### src/inc/flsup_pkg.sv
// constants and carrier types for the fault and line supervisor
// assumes a single 50 MHz clock and digital comparator flags from outside
package flsup_pkg;

	// ------------------------------------------------------------
	// timing
	// ------------------------------------------------------------
	localparam int unsigned CLK_HZ = 50000000;
	localparam int unsigned RESTART_MS = 1000;
	localparam int unsigned ZC_IDLE_MS = 700;
	localparam int unsigned DISCH_MS = 350;
	localparam int unsigned FIRST_TEST_MS = 12;
	localparam int unsigned CYC_PER_MS = CLK_HZ / 1000;
	localparam int unsigned RESTART_CYC = RESTART_MS * CYC_PER_MS;
	localparam int unsigned ZC_IDLE_CYC = ZC_IDLE_MS * CYC_PER_MS;
	localparam int unsigned DISCH_CYC = DISCH_MS * CYC_PER_MS;
	localparam int unsigned FIRST_TEST_CYC = FIRST_TEST_MS * CYC_PER_MS;

	localparam int unsigned CNT_W = 32;
	localparam logic [2:0] BIAS_WINDING_OVERVOLT_GUARD_CYCLES = 3'h5;
	localparam logic [2:0] ZC_MISS_LIMIT = 3'h4;
	localparam int unsigned STEP_W = 3;
	localparam int unsigned MISS_W = 3;

	// ------------------------------------------------------------
	// types
	// ------------------------------------------------------------
	typedef enum {
		FS_STARTUP,
		FS_CHARGE,
		FS_FRONT_WAIT,
		FS_RUN,
		FS_FAULT
	} flsup_seq_t;

	typedef enum {
		ZS_IDLE,
		ZS_TEST,
		ZS_DISCH
	} flsup_zc_t;

	// analogue comparator flags, all asynchronous to clk_i
	typedef struct packed {
		logic bias_winding_overvolt_guard;
		logic input_undervolt_guard;
		logic input_overvolt_guard;
		logic bootstrap_uvlo;
		logic regulated_driver_supply_uvlo;
		logic over_temp;
		logic supply_above_short_detect_level;
		logic supply_above_start_level;
		logic front_stage_ready;
		logic zero_cross;
	} flsup_sense_t;

	// drive enables towards gate drivers and the high-voltage switch
	typedef struct packed {
		logic switching_en;
		logic high_gate_en;
		logic low_gate_en;
		logic regulated_driver_supply_en;
		logic hv_charge_small;
		logic hv_charge_large;
		logic hv_test_en;
		logic [STEP_W-1:0] hv_test_step;
		logic line_cap_discharge_current_en;
		logic fault;
		logic ac_disconnect;
	} flsup_drive_t;

endpackage

### src/rtl/flsup_timer.sv
// down counter that reports expiry; shared by restart and line timers
// assumes load and count come from logic on the same clock
`timescale 1ns/1ps
module flsup_timer (
	input wire logic clk_i,
	input wire logic resetn_i,
	input wire logic load_i,
	input wire logic [flsup_pkg::CNT_W-1:0] value_i,
	input wire logic run_i,
	output logic done_o
);
	import flsup_pkg::*;

	typedef struct packed {
		logic [CNT_W-1:0] cnt;
		logic done;
	} flsup_tmr_state_t;

	flsup_tmr_state_t s_q, s_d;

	always_comb begin
		s_d = s_q;
		if (load_i) begin
			s_d.cnt = value_i;
			s_d.done = 1'b0;
		end else if (run_i && !s_q.done) begin
			if (s_q.cnt <= {{(CNT_W-1){1'b0}}, 1'b1}) begin
				s_d.done = 1'b1;
			end else begin
				s_d.cnt = s_q.cnt - {{(CNT_W-1){1'b0}}, 1'b1};
			end
		end
	end

	always_ff @(posedge clk_i or negedge resetn_i) begin
		if (!resetn_i) begin
			s_q <= '0;
		end else begin
			s_q <= s_d;
		end
	end

	assign done_o = s_q.done;
endmodule

### src/rtl/flsup_top.sv
// fault and line supervisor: protection sequencing, self-start and
// line disconnect detection with timed capacitor discharge
// assumes comparator flags are asynchronous levels, switch_cycle_i a
// one-clock pulse from the switching core
`timescale 1ns/1ps

// Functional notes
// RULE_01 - bias overvoltage five cycles: fault, 1s restart
// RULE_02 - line undervoltage: halt, fault, 1s restart
// RULE_03 - line overvoltage: fault, restart once cleared
// RULE_04 - bootstrap low: high gate off only
// RULE_05 - driver supply low: both gates off, fault
// RULE_06 - over-temperature: fault, restart once cleared
// RULE_07 - small charge below short level, else large
// RULE_08 - above start level: charge off, supply on
// RULE_09 - switching waits for front stage ready
// RULE_10 - staircase test every 700 ms after idle
// RULE_11 - four misses at top step: discharge
// RULE_12 - any crossing stops test, back to idle
// RULE_13 - discharge current stays on 350 ms
// RULE_14 - first test 12 ms after self-start
// RULE_15 - self-start owns switch; test 12 ms after
// RULE_16 - crossing monitor runs in every mode
// RULE_17 - discharge: switch on plus sink enabled; the code enables only the sink
// RULE_18 - build option removes discharge entirely
// RULE_19 - step count and length are parameters
// RULE_20 - one fault latch, one restart timer
module flsup_top #(
	parameter int unsigned RESTART_CYCLES = flsup_pkg::RESTART_CYC,
	parameter int unsigned IDLE_CYCLES = flsup_pkg::ZC_IDLE_CYC,
	parameter int unsigned DISCH_CYCLES = flsup_pkg::DISCH_CYC,
	parameter int unsigned FIRST_TEST_CYCLES = flsup_pkg::FIRST_TEST_CYC,
	parameter int unsigned STEP_CYCLES = 500000,
	parameter int unsigned NUM_STEPS = 4,
	parameter bit HAS_LINE_OVP = 1'b1,
	parameter bit HAS_DISCHARGE = 1'b1
) (
	input wire logic clk_i,
	input wire logic resetn_i,
	input wire flsup_pkg::flsup_sense_t sense_i,
	input wire logic switch_cycle_i,
	output flsup_pkg::flsup_drive_t drive_o
);
	import flsup_pkg::*;

	// ------------------------------------------------------------
	// state
	// ------------------------------------------------------------
	typedef struct packed {
		flsup_sense_t s1;
		flsup_sense_t s2;
		flsup_seq_t seq;
		flsup_zc_t zc;
		logic fault_latch;
		logic ovp_hold;
		logic otp_hold;
		logic [2:0] bw_cnt;
		logic [MISS_W-1:0] miss_cnt;
		logic [STEP_W-1:0] step;
		logic [CNT_W-1:0] step_cnt;
		logic zc_prev;
		logic arm_first;
		flsup_drive_t out;
	} flsup_state_t;

	flsup_state_t s_q, s_d;

	logic rst_load, rst_done;
	logic zc_load, zc_done;
	logic [CNT_W-1:0] zc_value;

	// restart timer shared by every fault source
	flsup_timer u_restart (
		.clk_i(clk_i),
		.resetn_i(resetn_i),
		.load_i(rst_load),
		.value_i(CNT_W'(RESTART_CYCLES)),
		.run_i(s_q.seq == FS_FAULT),
		.done_o(rst_done)
	);

	// line timer: idle wait, first-test delay or discharge length
	flsup_timer u_line (
		.clk_i(clk_i),
		.resetn_i(resetn_i),
		.load_i(zc_load),
		.value_i(zc_value),
		.run_i(1'b1),
		.done_o(zc_done)
	);

	logic bw_hi, uv, ov, rv_low, ot, zc_edge, any_fault;
	logic top_step, step_end, hv_busy;

	always_comb begin
		s_d = s_q;
		rst_load = 1'b0;
		zc_load = 1'b0;
		zc_value = CNT_W'(IDLE_CYCLES);

		s_d.s1 = sense_i;
		s_d.s2 = s_q.s1;

		bw_hi = s_q.s2.bias_winding_overvolt_guard;
		uv = s_q.s2.input_undervolt_guard;
		ov = HAS_LINE_OVP && s_q.s2.input_overvolt_guard;
		rv_low = s_q.s2.regulated_driver_supply_uvlo;
		ot = s_q.s2.over_temp;
		// both half-cycle crossings show as rising edges of the flag
		zc_edge = s_q.s2.zero_cross && !s_q.zc_prev;
		s_d.zc_prev = s_q.s2.zero_cross;

		// --------------------------------------------------------
		// protection
		// --------------------------------------------------------
		if (!bw_hi || s_q.seq != FS_RUN) begin
			s_d.bw_cnt = '0;
		end else if (switch_cycle_i && s_q.bw_cnt != BIAS_WINDING_OVERVOLT_GUARD_CYCLES) begin
			s_d.bw_cnt = s_q.bw_cnt + 3'h1; // see RULE_01
		end

		any_fault = (s_q.bw_cnt == BIAS_WINDING_OVERVOLT_GUARD_CYCLES) || uv || ov || rv_low || ot;

		s_d.ovp_hold = s_q.ovp_hold | ov;
		s_d.otp_hold = s_q.otp_hold | ot;

		// --------------------------------------------------------
		// supply sequencer
		// --------------------------------------------------------
		case (s_q.seq)
			FS_STARTUP: begin
				s_d.fault_latch = 1'b0; // see RULE_20
				s_d.ovp_hold = ov;
				s_d.otp_hold = ot;
				s_d.seq = FS_CHARGE;
			end
			FS_CHARGE: begin
				if (s_q.s2.supply_above_start_level) begin
					s_d.seq = FS_FRONT_WAIT; // see RULE_08
				end
			end
			FS_FRONT_WAIT: begin
				if (any_fault && !s_q.fault_latch) begin
					s_d.seq = FS_FAULT;
					rst_load = 1'b1;
				end else if (s_q.s2.front_stage_ready) begin
					s_d.seq = FS_RUN; // see RULE_09
				end
			end
			FS_RUN: begin
				if (any_fault) begin
					s_d.seq = FS_FAULT; // see RULE_01 RULE_02 RULE_05
					rst_load = 1'b1;
				end
			end
			FS_FAULT: begin
				s_d.fault_latch = 1'b1; // see RULE_20
				// ovp and otp wait for their level to clear
				if (rst_done && !ov && !ot) begin
					s_d.seq = FS_STARTUP; // see RULE_03 RULE_06
				end
			end
			default: begin
				s_d.seq = FS_STARTUP;
			end
		endcase

		// --------------------------------------------------------
		// line detector; tests in every sequencer state except FS_STARTUP and FS_CHARGE
		// --------------------------------------------------------
		// startup hands straight to charge, so it owns the switch too
		hv_busy = (s_q.seq == FS_STARTUP) ||
			(s_q.seq == FS_CHARGE); // see RULE_15
		top_step = (s_q.step == STEP_W'(NUM_STEPS - 1)); // see RULE_19
		step_end = (s_q.step_cnt == '0);

		// self-start just finished: first test after short delay
		if (s_q.seq == FS_CHARGE && s_d.seq == FS_FRONT_WAIT) begin
			s_d.arm_first = 1'b1;
			zc_load = 1'b1;
			zc_value = CNT_W'(FIRST_TEST_CYCLES); // see RULE_14 RULE_15
		end

		case (s_q.zc)
			ZS_IDLE: begin
				if (hv_busy) begin
					s_d.zc = ZS_IDLE;
				end else if (zc_done && !zc_load) begin
					s_d.zc = ZS_TEST; // see RULE_10
					s_d.arm_first = 1'b0;
					s_d.step = '0;
					s_d.miss_cnt = '0;
					s_d.step_cnt = CNT_W'(STEP_CYCLES - 1);
				end
			end
			ZS_TEST: begin
				s_d.step_cnt = s_q.step_cnt - {{(CNT_W-1){1'b0}}, 1'b1};
				if (hv_busy || zc_edge) begin
					s_d.zc = ZS_IDLE; // see RULE_12 RULE_16
					if (!zc_load) begin
						zc_load = 1'b1;
						zc_value = CNT_W'(IDLE_CYCLES);
					end
				end else if (step_end) begin
					s_d.step_cnt = CNT_W'(STEP_CYCLES - 1);
					if (!top_step) begin
						s_d.step = s_q.step + STEP_W'(1);
					end else if (s_q.miss_cnt == ZC_MISS_LIMIT - 3'h1) begin
						// each top-step window is one expected crossing
						s_d.out.ac_disconnect = 1'b1; // see RULE_11
						zc_load = 1'b1;
						if (HAS_DISCHARGE) begin
							s_d.zc = ZS_DISCH;
							// exit costs one clock after expiry
							zc_value = CNT_W'(DISCH_CYCLES - 1); // see RULE_13
						end else begin
							s_d.zc = ZS_IDLE; // see RULE_18
							zc_value = CNT_W'(IDLE_CYCLES);
						end
					end else begin
						s_d.miss_cnt = s_q.miss_cnt + MISS_W'(1);
					end
				end
			end
			ZS_DISCH: begin
				if (zc_done && !zc_load) begin
					s_d.zc = ZS_IDLE;
					zc_load = 1'b1;
					zc_value = CNT_W'(IDLE_CYCLES);
				end
			end
			default: begin
				s_d.zc = ZS_IDLE;
			end
		endcase
		if (zc_edge) begin
			s_d.out.ac_disconnect = 1'b0;
		end

		// --------------------------------------------------------
		// outputs, from next state so every output is a flop
		// --------------------------------------------------------
		s_d.out.switching_en = (s_d.seq == FS_RUN);
		s_d.out.low_gate_en = (s_d.seq == FS_RUN) && !rv_low; // see RULE_05
		s_d.out.high_gate_en = (s_d.seq == FS_RUN) && !rv_low &&
			!s_q.s2.bootstrap_uvlo; // see RULE_04
		s_d.out.regulated_driver_supply_en = (s_d.seq == FS_FRONT_WAIT) ||
			(s_d.seq == FS_RUN); // see RULE_08
		s_d.out.hv_charge_small = (s_d.seq == FS_CHARGE) &&
			!s_q.s2.supply_above_short_detect_level; // see RULE_07
		s_d.out.hv_charge_large = (s_d.seq == FS_CHARGE) &&
			s_q.s2.supply_above_short_detect_level; // see RULE_07
		s_d.out.hv_test_en = (s_d.zc == ZS_TEST);
		s_d.out.hv_test_step = (s_d.zc == ZS_TEST) ? s_d.step : '0;
		s_d.out.line_cap_discharge_current_en = HAS_DISCHARGE &&
			(s_d.zc == ZS_DISCH); // see RULE_17 RULE_18
		s_d.out.fault = (s_d.seq == FS_FAULT);
	end

	always_ff @(posedge clk_i or negedge resetn_i) begin
		if (!resetn_i) begin
			s_q <= '0;
		end else begin
			s_q <= s_d;
		end
	end

	assign drive_o = s_q.out;
endmodule

### config.mk
export PLATFORM = sky130hd
export DESIGN_NAME = flsup_top
export DESIGN_NICKNAME = d
export VERILOG_FILES = /design/src/inc/flsup_pkg.sv /design/src/rtl/flsup_timer.sv /design/src/rtl/flsup_top.sv
export SDC_FILE = /design/constraint.sdc
export NUM_CORES = 1
export LEC_CHECK = 0
export ABC_AREA = 0
export BUFFER_PORTS_ARGS = -buffer_cell sky130_fd_sc_hd__clkbuf_2
export CAP_MARGIN = 20
export CORE_ASPECT_RATIO = 0.7
export CORE_MARGIN = 4
export CORE_UTILIZATION = 56
export CTS_CLUSTER_SIZE = 8
export DETAILED_ROUTE_END_ITERATION = 12
export GPL_ROUTABILITY_DRIVEN = 0
export MAX_ROUTING_LAYER = met4
export PLACE_DENSITY = 0.79
export SLEW_MARGIN = 20
export SYNTH_ARGS = -nofsm -noshare
export SYNTH_HDL_FRONTEND = slang
export SYNTH_SLANG_ARGS = --single-unit
### constraint.sdc
create_clock -name clk_i -period 2.42 [get_ports clk_i]
set_input_delay 0.242 -clock clk_i [delete_from_list [all_inputs] [get_ports clk_i]]
set_output_delay 0.242 -clock clk_i [all_outputs]
set_load 0.03 [all_outputs]
==> qor.yml <==
run_status:
  outcome: "finished, violations left"
  violated_checks: "setup timing"
synthesis:
  mux_share_of_post_synthesis_cell_area_pct: 0
  synth.avg_cell_area_um2: 10.9
  syn_area_mm2: 0.00877
  synth_fa_ha_area_share_pct: 1.43
  synth-simple-area-share_pct: 22.9
  synth.largest_area_cell: "sky130_fd_sc_hd__dfrtp_1"
  cell_variety_after_synth: 61
  synth-compound-area-share_pct: 6.68
  post_synth_main_area_contributors: "sky130_fd_sc_hd__dfrtp_1 59%, sky130_fd_sc_hd__nor2_1 4.2%, sky130_fd_sc_hd__xnor2_1 3.7%"
  synth_xor_xnor_area_share_pct: 6.79
  synth_enable_flop_cells: 0
  ys_warn_count: 0
  post_synth_most_frequent_cells: "206 x sky130_fd_sc_hd__dfrtp_1, 97 x sky130_fd_sc_hd__nor2_1, 61 x sky130_fd_sc_hd__nand2_1, 47 x sky130_fd_sc_hd__nor4_1, 37 x sky130_fd_sc_hd__xnor2_1"
  ys_seq_elements: 206
  post-synth-top-count-cell: "sky130_fd_sc_hd__dfrtp_1"
  dominant_combinational_cell_family_by_area_after_synthesis: "simple AND/OR/NAND/NOR gates"
  synth-seq-area-share_pct: 58.8
  syn-instance-count: 807
  asyncSetResetFlopFracSynth_pct: 100
  synth_ff_type: "sky130_fd_sc_hd__dfrtp_1"
  synth_top_cell_area_share_pct: 58.8
die:
  die_width_um: 158
  top_level_ports: 26
  initial_utilization_pct: 58.5
  floorplan.die.height_um: 113
  core_mm2: 0.0150
  die_area_mm2: 0.0178
  floorplan.rows: 37
power_and_ir_drop:
  leak_nw: 5.92
  power.density_mw_per_mm2: 580
  peakVddDrop_mv: 0.481
drt:
  route.vias.total: 7463
  wire_per_inst_um: 20.5
  postRouteAntennaNets: 0
  drt_wl_total_um: 25500
  route.detailed.vias_per_inst: 5.99
  drt_pass1_iterations: 5
  initialDrtViolationCount: 740
  drc: 0
clock_tree:
  clock_latency_ns: 0.54
  tritoncts_num_sinks: 206
  cts_tree: "built"
  root_buf_cell: "sky130_fd_sc_hd__clkbuf_16"
  cts.htree.levels: 1
  clockBufferDepth: 3
  clkTransAtPathRegs_ns: 0.05
  cts-buffers-inserted: 29
worst_setup_path:
  crit_fanout: 4
  worst-r2r-cell-count: 8
  worst_setup_path_end_kind: "register"
  critPathMaxStageDelay_ns: 0.57
  ff2ff_setup_slack_ns: -0.29
  timing.rr.start: "u_restart.s_q[5]"
  crit_family: "simple AND/OR/NAND/NOR gates"
  worst-endpoint-required_ns: 2.83
  reg2reg_to: "u_restart.s_q[28]"
  critical_path.cell_chain: "or4_4 -> or4_4 -> or4b_4 -> buf_12 -> nand4b_4 -> nor3_2 -> xnor2_1 -> nor2_1"
  crit_arrival_ns: 3.12
  worstSetupStartpointType: "register"
  cpMaxStageDelayCell: "sky130_fd_sc_hd__or4b_4"
  cpMostUsedCell: "sky130_fd_sc_hd__or4_4"
  criticalPathCategory: "reg2reg"
  critical_path_cell_count: 8
  worst-path-buf-inv: 1
grt:
  wire_length_of_the_first_global_routing_pass_um: 34900
  first_global_vias: 6955
  global_route.usage.total_pct: 24.9
  grt-ovfl-total: 0
  grt_start_max_net_pins: 82
  number_of_antenna_violations_at_the_first_check_in_global_routing: 0
run:
  drv_cap: 0
timing:
  setup_slack_ns: -0.291
  finalHoldViolations: 0
  whs_ns: 0.0586
  timing_max_transition_violations_final: 0
  finalSetupViolations: 105
  post-route-period-util_pct: 112
  worst-slew-pin-transition_ns: 0.712
  worst_clock_skew_ns: 0.0145
  max-slew-margin-rel_pct: 52.4
  rsz0062_at_grt: "yes"
  achievable-frequency_ghz: 0.369
  timing.final.crit_period_ns: 2.71
placed_design:
  detailed_place_hpwl_um: 12400
  dpl_worst_slack_ns: -0.249
  io_buffer_count: 25
worst_hold_path:
  hold-path-cell-count: 3
  hold_path.class: "in2reg"
  worstHoldStart: "switch_cycle_i"
  hold-path-endpoint: "s_q[55]"
cells_and_area:
  filler_cell_count: 711
  syn2layout_area_growth_pct: 42.2
  layout.nets: 1073
  diodes: 0
  drive_above_1_share_pct: 37.7
routing by layer:
layer	routed length, um	track usage (%)
met1	10400	34.8
met2	12400	38.3
met3	1790	4.05
met5	0	-
met4	939	6.76
per-stage QoR:
stage                     TNS [ns]  std cells  total power [mW]  util, %  cell area, um2
final                       -15.41       1245              7.24     83.1           12500
after global routing        -22.44       1245              7.48     83.1           12500
after CTS                    -4.89       1217              7.23     76.0           11400
after detailed placement    -10.83       1160              3.71     67.3           10100
after global placement       -5.54       1160              3.71     67.3           10100
after floorplan              -2.99        865              3.61        -            9030
placed cells by master (no fill, tap or decap), types with 10 or more instances in the layout:
cell type,count
sky130_fd_sc_hd__nor2_1,63
sky130_fd_sc_hd__or4_4,10
sky130_fd_sc_hd__or3_1,15
sky130_fd_sc_hd__clkbuf_16,31
sky130_fd_sc_hd__a21oi_1,14
sky130_fd_sc_hd__nand2_1,58
sky130_fd_sc_hd__buf_4,118
sky130_fd_sc_hd__a21oi_2,14
sky130_fd_sc_hd__inv_1,14
sky130_fd_sc_hd__nand3_1,17
sky130_fd_sc_hd__clkbuf_2,24
sky130_fd_sc_hd__nor4_1,19
sky130_fd_sc_hd__buf_6,23
sky130_fd_sc_hd__nor4_4,12
sky130_fd_sc_hd__dlygate4sd3_1,11
sky130_fd_sc_hd__or3_4,10
sky130_fd_sc_hd__xnor2_1,32
sky130_fd_sc_hd__dfrtp_1,206
sky130_fd_sc_hd__o21ai_2,11
sky130_fd_sc_hd__nor2_4,19
sky130_fd_sc_hd__nor4_2,19
sky130_fd_sc_hd__nor2_2,16
sky130_fd_sc_hd__o21ai_0,17
sky130_fd_sc_hd__conb_1,59
sky130_fd_sc_hd__nor3_1,21
sky130_fd_sc_hd__xor2_1,24
worst max-delay path by stage:
stage | startpoint | to | slack [ns]
floorplan | u_restart.s_q[5] | u_restart.s_q[20] | -0.18
global placement | s_q[85] | u_line.s_q[2] | -0.17
detailed placement | s_q[68] | u_line.s_q[17] | -0.25
CTS | u_restart.s_q[5] | u_restart.s_q[26] | -0.17
global route | s_q[28] | u_line.s_q[17] | -0.36
finish | u_restart.s_q[5] | u_restart.s_q[28] | -0.29
registers in the layout, summed over array words and instances, names as in the netlist:
register / count
bw_hi: 1
drive_o: 13
ot: 1
ov: 1
rv_low: 1
s_d: 11
s_q: 111
u_line.done_o: 1
u_line.s_q: 32
u_restart.done_o: 1
u_restart.s_q: 32
uv: 1
report_power, final:
part           internal, mW  total, mW  switching, mW  leakage (nW)
Clock                  2.13       3.54           1.41         0.374
Combinational        0.0408      0.142          0.101          2.86
Sequential             3.52       3.56         0.0391          2.69
final cells by class:
cell class | instances | area, um2 | share of cell area [%]
Multi-Input combinational cell | 606 | 4620 | 37.1
Timing Repair Buffer | 189 | 1620 | 13.0
Clock inverter | 1 | 20.0 | 0.161
Clock buffer | 30 | 739 | 5.93
Inverter | 18 | 67.6 | 0.542
Sequential cell | 206 | 5150 | 41.3
Tap cell | 195 | 244 | 1.96
cell families after synthesis:
kind of cell	Yosys count
simple gates	369
flops	206
compound gates	97
xor+xnor	68
buf+inv	56
fa+ha+maj	10
other cells	1
worst min-delay path, cell delays in order:
cell and delay [ns]:
sky130_fd_sc_hd__clkbuf_2 0.10, sky130_fd_sc_hd__a21oi_1 0.07, sky130_fd_sc_hd__nor3_1 0.12
repair_timing:
item | 4_1_cts | 5_1_grt
hold buffers | 11 | 0
gates resized for setup | 79 | 177
buffers inserted | 15 | 23
gates cloned | 1 | 8
setup endpoints to repair | 111 | 117
endpoints found under the hold margin | 87 | 0
pin swaps | 38 | 62
Power figures use the tool's default switching activity.
